===== src/core/dasr_pkg.sv =====
// package: constants and carrier types of the dual converter serial readout
package dasr_pkg;
	// resolution selection
	typedef enum logic [1:0] {
		DASR_RES_16 = 2'b00,
		DASR_RES_14 = 2'b01,
		DASR_RES_12 = 2'b10
	} dasr_res_e;

	localparam int unsigned DASR_WORD_W      = 16;
	localparam int unsigned DASR_EDGE_W      = 6;
	localparam logic [5:0]  DASR_CONV_EDGES  = 6'h0e;
	localparam logic [5:0]  DASR_MSB_EDGE    = 6'h0f;
	localparam logic [5:0]  DASR_EDGE_MAX    = 6'h3f;
	localparam logic [5:0]  DASR_EDGE_RST    = 6'h00;
	localparam logic [15:0] DASR_WORD_RST    = 16'h0000;
	localparam logic [15:0] DASR_NEGATIVE_FULL_SCALE_CODE_16     = 16'h8000;
	localparam logic [15:0] DASR_NEGATIVE_FULL_SCALE_CODE_14     = 16'h2000;
	localparam logic [15:0] DASR_NEGATIVE_FULL_SCALE_CODE_12     = 16'h0800;
	localparam logic [15:0] DASR_POSITIVE_FULL_SCALE_CODE_16     = 16'h7fff;
	localparam logic [15:0] DASR_POSITIVE_FULL_SCALE_CODE_14     = 16'h1fff;
	localparam logic [15:0] DASR_POSITIVE_FULL_SCALE_CODE_12     = 16'h07ff;
	localparam logic [15:0] DASR_MASK_16     = 16'hffff;
	localparam logic [15:0] DASR_MASK_14     = 16'h3fff;
	localparam logic [15:0] DASR_MASK_12     = 16'h0fff;
	localparam logic [4:0]  DASR_BITS_16     = 5'h10;
	localparam logic [4:0]  DASR_BITS_14     = 5'h0e;
	localparam logic [4:0]  DASR_BITS_12     = 5'h0c;

	// serial pins seen by the device
	typedef struct packed {
		logic frame_sel_b;
		logic sclk;
	} dasr_pins_s;

	// one data pin, two signals
	typedef struct packed {
		logic dout;
		logic oe;
	} dasr_dout_s;
endpackage : dasr_pkg


===== src/core/dasr_sync.sv =====
// three-flop input synchroniser with agreement filter
`timescale 1ns/1ns
`default_nettype none
module dasr_sync (
	input  wire logic clk_sys_i,   // system clock
	input  wire logic rst_b_i,     // sync reset, active low
	input  wire logic async_i,     // raw pin
	input  wire logic rst_val_i,   // level assumed at reset
	output var  logic level_o      // filtered level
);
	typedef struct packed {
		logic s1;
		logic s2;
		logic s3;
		logic lvl;
	} dasr_sync_s;

	dasr_sync_s st;
	dasr_sync_s next_st;

	always_comb begin
		next_st    = st;
		next_st.s1 = async_i;
		next_st.s2 = st.s1;
		next_st.s3 = st.s2;
		if (st.s2 == st.s3) begin
			next_st.lvl = st.s3;
		end
	end

	always_ff @(posedge clk_sys_i) begin
		if (!rst_b_i) begin
			st <= '{s1: rst_val_i, s2: rst_val_i, s3: rst_val_i, lvl: rst_val_i};
		end else begin
			st <= next_st;
		end
	end

	assign level_o = st.lvl;
endmodule // dasr_sync
`default_nettype wire


===== src/core/dasr_core.sv =====
// dual converter frame control and serial result shifter
`timescale 1ns/1ns
`default_nettype none
module dasr_core
	import dasr_pkg::*;
(
	input  wire logic                       clk_sys_i,      // 25 MHz system clock
	input  wire logic                       rst_b_i,        // sync reset, active low
	input  wire dasr_pkg::dasr_pins_s       pins_i,         // chip select and serial clock
	input  wire dasr_pkg::dasr_res_e        res_i,          // resolution variant
	input  wire logic [15:0]                sample_a_i,     // channel A converter code
	input  wire logic [15:0]                sample_b_i,     // channel B converter code
	output var  dasr_pkg::dasr_dout_s       result_line_first_o,  // channel A data pin
	output var  dasr_pkg::dasr_dout_s       result_line_second_o, // channel B data pin
	output var  logic                       track_o,        // sample-and-hold tracking
	output var  logic                       frame_o,        // frame open
	output var  logic                       conv_done_o     // result held this frame
);
	import dasr_pkg::*;

	// ------------------------------------------------------------
	// state
	// ------------------------------------------------------------
	typedef enum logic [2:0] {
		ST_IDLE = 3'b001,
		ST_CONV = 3'b010,
		ST_SHFT = 3'b100
	} dasr_state_e;

	typedef struct packed {
		dasr_state_e       fsm;
		logic              cs_d;
		logic              ck_d;
		logic [5:0]        edges;
		logic [15:0]       sh_a;
		logic [15:0]       sh_b;
		dasr_dout_s        line_a;
		dasr_dout_s        line_b;
		logic              track;
		logic              frame;
		logic              done;
	} dasr_core_s;

	dasr_core_s st;
	dasr_core_s next_st;

	logic cs_lvl;
	logic ck_lvl;

	// ------------------------------------------------------------
	// pin synchronisers
	// ------------------------------------------------------------
	dasr_sync u_sync_cs (
		.clk_sys_i (clk_sys_i),
		.rst_b_i   (rst_b_i),
		.async_i   (pins_i.frame_sel_b),
		.rst_val_i (1'b1),
		.level_o   (cs_lvl)
	);

	dasr_sync u_sync_ck (
		.clk_sys_i (clk_sys_i),
		.rst_b_i   (rst_b_i),
		.async_i   (pins_i.sclk),
		.rst_val_i (1'b1),
		.level_o   (ck_lvl)
	);

	// ------------------------------------------------------------
	// result alignment
	// ------------------------------------------------------------
	// left-justify a code of the chosen width; codes are already
	// two's complement, so the sign bit lands in the MSB slot
	function automatic logic [15:0] align(input logic [15:0] code, input dasr_res_e res);
		logic [15:0] v;
		v = DASR_WORD_RST;
		case (res)
			DASR_RES_16: v = code & DASR_MASK_16;
			DASR_RES_14: v = (code & DASR_MASK_14) << 2;
			DASR_RES_12: v = (code & DASR_MASK_12) << 4;
			default:     v = code & DASR_MASK_16;
		endcase
		return v;
	endfunction

	// ------------------------------------------------------------
	// aligned codes of both channels
	// ------------------------------------------------------------
	logic [15:0] al_a;
	logic [15:0] al_b;

	always_comb begin
		al_a = align(sample_a_i, res_i);
		al_b = align(sample_b_i, res_i);
	end

	// ------------------------------------------------------------
	// frame control
	// ------------------------------------------------------------
	logic cs_fall;
	logic cs_rise;
	logic ck_fall;

	always_comb begin
		cs_fall = st.cs_d & ~cs_lvl;
		cs_rise = ~st.cs_d & cs_lvl;
		ck_fall = st.ck_d & ~ck_lvl;
	end

	always_comb begin
		next_st      = st;
		next_st.cs_d = cs_lvl;
		next_st.ck_d = ck_lvl;
		case (st.fsm)
			ST_IDLE: begin
				if (cs_fall) begin
					next_st.fsm        = ST_CONV;
					next_st.edges      = DASR_EDGE_RST;
					next_st.track      = 1'b0;
					next_st.done       = 1'b0;
					next_st.frame      = 1'b1;
					next_st.line_a     = '{dout: 1'b0, oe: 1'b1};
					next_st.line_b     = '{dout: 1'b0, oe: 1'b1};
				end
			end
			ST_CONV: begin
				if (cs_rise) begin
					// short cycle: the host may close the frame at any time
					// conversion dropped, hold returns to tracking
					next_st.fsm    = ST_IDLE;
					next_st.frame  = 1'b0;
					next_st.track  = 1'b1;
					next_st.line_a = '{dout: 1'b0, oe: 1'b0};
					next_st.line_b = '{dout: 1'b0, oe: 1'b0};
				end else if (ck_fall) begin
					next_st.edges = st.edges + 6'h01;
					if (st.edges + 6'h01 == DASR_MSB_EDGE) begin
						// both channels captured together
						next_st.fsm         = ST_SHFT;
						next_st.track       = 1'b1;
						next_st.done        = 1'b1;
						next_st.sh_a        = al_a << 1;
						next_st.sh_b        = al_b << 1;
						next_st.line_a.dout = al_a[15];
						next_st.line_b.dout = al_b[15];
					end else begin
						next_st.line_a.dout = 1'b0;
						next_st.line_b.dout = 1'b0;
					end
				end
			end
			ST_SHFT: begin
				if (cs_rise) begin
					// bits already sent stay those of this sample
					next_st.fsm    = ST_IDLE;
					next_st.frame  = 1'b0;
					next_st.line_a = '{dout: 1'b0, oe: 1'b0};
					next_st.line_b = '{dout: 1'b0, oe: 1'b0};
				end else if (ck_fall) begin
					// count saturates so a long frame keeps shifting zeros
					if (st.edges != DASR_EDGE_MAX) begin
						next_st.edges = st.edges + 6'h01;
					end
					// zeros fill in behind the LSB
					next_st.line_a.dout = st.sh_a[15];
					next_st.line_b.dout = st.sh_b[15];
					next_st.sh_a        = st.sh_a << 1;
					next_st.sh_b        = st.sh_b << 1;
				end
			end
			default: begin
				next_st.fsm    = ST_IDLE;
				next_st.frame  = 1'b0;
				next_st.line_a = '{dout: 1'b0, oe: 1'b0};
				next_st.line_b = '{dout: 1'b0, oe: 1'b0};
			end
		endcase
	end

	always_ff @(posedge clk_sys_i) begin
		if (!rst_b_i) begin
			st <= '{
				fsm:    ST_IDLE,
				cs_d:   1'b1,
				ck_d:   1'b1,
				edges:  DASR_EDGE_RST,
				sh_a:   DASR_WORD_RST,
				sh_b:   DASR_WORD_RST,
				line_a: '{dout: 1'b0, oe: 1'b0},
				line_b: '{dout: 1'b0, oe: 1'b0},
				track:  1'b1,
				frame:  1'b0,
				done:   1'b0
			};
		end else begin
			st <= next_st;
		end
	end

	// ------------------------------------------------------------
	// outputs
	// ------------------------------------------------------------
	assign result_line_first_o  = st.line_a;
	assign result_line_second_o = st.line_b;
	assign track_o              = st.track;
	assign frame_o              = st.frame;
	assign conv_done_o          = st.done;
endmodule // dasr_core
`default_nettype wire


===== config.mk =====
export PLATFORM = sky130hd
export DESIGN_NAME = dasr_core
export DESIGN_NICKNAME = d
export VERILOG_FILES = /design/src/core/dasr_pkg.sv /design/src/core/dasr_sync.sv /design/src/core/dasr_core.sv
export SDC_FILE = /design/constraint.sdc
export NUM_CORES = 1
export LEC_CHECK = 0
export BUFFER_PORTS_ARGS = -buffer_cell sky130_fd_sc_hd__buf_2
export CORE_MARGIN = 10
export CORE_UTILIZATION = 45
export CTS_BUF_LIST = sky130_fd_sc_hd__clkbuf_2
export DETAILED_ROUTE_END_ITERATION = 8
export RECOVER_POWER = 50
export SETUP_SLACK_MARGIN = 0.4
export SYNTH_ARGS = -nofsm -noshare
export SYNTH_HDL_FRONTEND = slang
export SYNTH_HIERARCHICAL = 1
export SYNTH_SLANG_ARGS = --single-unit
export TNS_END_PERCENT = 1

===== constraint.sdc =====
create_clock -name clk_sys_i -period 3.4 [get_ports clk_sys_i]
set_input_delay 0.68 -clock clk_sys_i [delete_from_list [all_inputs] [get_ports clk_sys_i]]
set_output_delay 0.68 -clock clk_sys_i [all_outputs]
set_load 0.005 [all_outputs]

==> impl_results.rst <==
.. list-table::
   :header-rows: 1

   * - Metric
     - Value
   * - Outcome
     - finished clean
   * - Wire length after detailed routing
     - 8.08 mm
   * - Part of the total power dissipated in combinational logic
     - 26.1%
   * - Clock-pin slew on the worst setup and hold paths
     - 300 ps
   * - Seq pwr share
     - 53.7%
   * - Maximum buffer depth of the clock tree
     - 2
   * - Netlist Area Pre-Place
     - 0.00340 mm^2
   * - Placer Congestion
     - 0.797
   * - Routed wirelength normalized by instance count
     - 15.3 um
   * - Share of layout cells above drive strength 1
     - 13.5%
   * - Count of boundary I/O pins
     - 45
   * - Final setup violation count
     - 0
   * - Clock Latency Late Sink
     - 460 ps
   * - CTS sink cnt
     - 56
   * - Internal
     - 915 uW
   * - Number of remaining DRC errors
     - 0
   * - Hold buffers post-CTS
     - 0
   * - Final max-slew violation count
     - 0
   * - Antenna violations before repair
     - 0
   * - Remaining number of nets flagged by the antenna check after routing
     - 0
   * - Crit path buffers/inverters
     - 0
   * - Total inserted antenna cells
     - 0
   * - Global Route Usage Sum
     - 14.1%
   * - Min Tclk post-route
     - 2640 ps
   * - Final hold violations
     - 0
   * - Row Count
     - 31
   * - Count of state elements after synthesis
     - 56
   * - Y dimension of the die
     - 107 um
   * - Achievable Freq
     - 0.379 GHz
   * - Slowest stage cell, crit path
     - nand3_2
   * - Worst R2R Setup Slack
     - 760 ps
   * - Switching portion of total power
     - 34.5%
   * - Full die area
     - 0.0114 mm^2
   * - First-pass GRT wire length
     - 13.8 mm
   * - Kind of end point of the critical path
     - flip-flop
   * - Effective utilization at floorplan
     - 46.6%
   * - WS Path Type
     - reg2reg
   * - Setup repair after global routing missed its margin
     - false
   * - Level count of the clock H-tree
     - 2
   * - Post-synthesis cell count
     - 411
   * - Hold/Removal Path Class
     - in2reg
   * - Number of global-route vias before repair
     - 2822
   * - Avg Cell Area, Syn
     - 8.27 um^2
   * - DRC marker count from the first detailed-route iteration
     - 205
   * - Maximum number of pins on one net before global-route repair
     - 80
   * - Most frequent cells in the layout
     - nand2_1 (56), dfxtp_1 (54), buf_2 (38), mux2i_1 (31), nor3_1 (29)
   * - Clock root buffer
     - clkbuf_2
   * - WP data arrival
     - 3010 ps
   * - Number of cells upsized or downsized after cts
     - 0
   * - HPWL after detailed placement
     - 5.51 mm
   * - Sequential cell area in the final layout
     - 0.00114 mm^2
   * - Top Family by Delay on Critical Path
     - simple AND/OR/NAND/NOR gates
   * - Horizontal die dimension
     - 107 um
   * - Detailed-routing iteration count for the pre-antenna-repair pass
     - 4
   * - Maxcap violations
     - 0
   * - P_sw
     - 481 uW
   * - Total negative slack for setup checks
     - 0 ps
   * - Static Leakage
     - 1.50 nW
   * - Number of buffer cells added on primary ports
     - 44
   * - Maximum clock skew at final layout
     - 22.8 ps
   * - Relative area change from synthesis to final layout
     - 6.52%
   * - Multi-input gate area in the final layout
     - 0.00204 mm^2
   * - Cell breakdown of the critical path
     - xnor2_1, nor4_2, nand3_2, mux2i_1
   * - Vias per std cell
     - 5.61
   * - Number of filler cells placed in the layout
     - 767
   * - Peak supply drop
     - 0.000274 V
   * - Inserted Clock Buffers
     - 5
   * - Post-synthesis sequential area ratio
     - 33.6%
   * - Power per Cell Area
     - 386 mW/mm^2
   * - Primary FF master, synth
     - dfxtp_1
   * - Setup repair bufs after CTS
     - 0
   * - Core region area
     - 0.00729 mm^2
   * - Synthesis Warnings
     - 6
   * - Tightest slew margin relative to the limit
     - 11.1%
   * - Overflow after GRT
     - 0
   * - Overall power consumption
     - 1.40 mW
   * - Highest net fanout along the worst path
     - 30
   * - Clock Power Share
     - 20.2%
   * - Count of different cell masters after synthesis
     - 49
   * - Vias
     - 2970
   * - Most common cell after layout, fill and taps aside
     - nand2_1
   * - Worst EP required
     - 3780 ps
   * - Slew of the pin with the lowest slew margin
     - 1330 ps
   * - CTS tree
     - done
   * - Number of enable flip-flop cells after synthesis
     - 2
   * - Largest incremental delay on the critical path
     - 800 ps
   * - Fin nets
     - 471
   * - Fraction of the cycle the final worst path needs
     - 77.5%
   * - Kind of start point of the critical path
     - flip-flop
   * - Post-synth ARST share
     - 0%
[sequential cells by signal, indices dropped and copies added (netlist names)]
name and count:
conv_done_o 1, frame_o 1, result_line_first_o 2, result_line_second_o 2
st 41, track_o 1, u_sync_ck/level_o 1, u_sync_ck/next_st 2
u_sync_ck/st 1, u_sync_cs/level_o 1, u_sync_cs/next_st 2, u_sync_cs/st 1
[synth_stat cells, types with 2 or more instances]
cell,n,area [um^2]
nand2_1,56,210
dfxtp_1,54,1080
mux2i_1,31,310
nor3_1,29,145
o21ai_0,27,135
nor2b_1,26,163
clkbuf_1,25,93.8
a221oi_1,23,201
and2_1,23,144
a31oi_1,8,50.1
nand2b_1,7,43.8
nand3_1,7,35.0
a21oi_1,6,30.0
buf_2,6,30.0
nand4_1,6,37.5
o211ai_1,6,45.0
inv_1,5,18.8
or3_1,5,31.3
a221o_1,4,40.0
a22oi_1,4,30.0
a311oi_1,4,35.0
buf_4,4,30.0
ha_1,4,50.1
and3_1,3,18.8
buf_6,3,33.8
nor4_1,3,18.8
xor2_1,3,26.3
a21o_1,2,15.0
edfxtp_1,2,60.1
nand2b_4,2,27.5
nor3b_1,2,15.0
o41ai_1,2,17.5
or3b_1,2,17.5
xnor2_1,2,17.5
[layer usage]
layer / vias to the layer above / wire length, um / track usage [%]
li1: 1526 / - / -
met1: 1373 / 3900 / 19.3
met5: - / 0 / 0
met4: 0 / 88 / 4.16
met3: 7 / 389 / 3.17
met2: 64 / 3700 / 21.5
[cell type report]
type	instances	area share (%)
Sequential cell	56	31.5
Clock inverter	3	0.692
Multi-Input combinational cell	313	56.5
Timing Repair Buffer	48	6.64
Tap cell	99	3.42
Inverter	5	0.519
Clock buffer	5	0.692
[worst paths after layout]
| kind | cells after the start | end | startpoint |
|---|---|---|---|
| hold / removal | 3 | u_sync_ck/next_st[2] | pins_i[0] |
| setup reg to reg | 4 | st[20] | st[48] |
| setup / recovery | 4 | st[20] | st[48] |
| hold reg to reg | 2 | u_sync_cs/next_st[1] | u_sync_cs/next_st[2] |
[through the flow]
step                      utilization (%)  setup slack [ps]  instance area (um^2)  hold WS (ps)  std cells
after floorplan                         -              1410                  3400           398        412
after global placement               49.3               836                  3590           404        521
after detailed placement             49.3               787                  3590           420        521
after CTS                            50.0               717                  3640           356        529
after global routing                 49.6               466                  3620           320        529
final                                49.6               764                  3620           386        529
[cells by family after synthesis]
family | count (synthesis) | synth area share [%]
buf+inv | 43 | 6.08
fa+ha+maj | 4 | 1.47
flops | 56 | 33.6
other cells | 1 | 0.110
compound gates | 92 | 19.3
simple gates | 179 | 29.0
xor+xnor | 5 | 1.29
mux | 31 | 9.13
[power by group through the flow]
| stage | combinational [mW] | clock, mW | sequential [mW] |
|---|---|---|---|
| 2_1_floorplan | 0.299 | 0 | 0.738 |
| 3_3_place_gp | 0.368 | 0 | 0.760 |
| 3_5_place_dp | 0.370 | 0 | 0.761 |
| 4_1_cts | 0.373 | 0.300 | 0.750 |
| 5_1_grt | 0.409 | 0.328 | 0.760 |
| 6_report | 0.364 | 0.282 | 0.750 |
[worst register-to-register path: stages, from the launching register on]
cell,delay (ps)
dfxtp_1,660
xnor2_1,340
nor4_2,340
nand3_2,800
mux2i_1,420
Note: power is estimated with default switching activity, not from simulation.
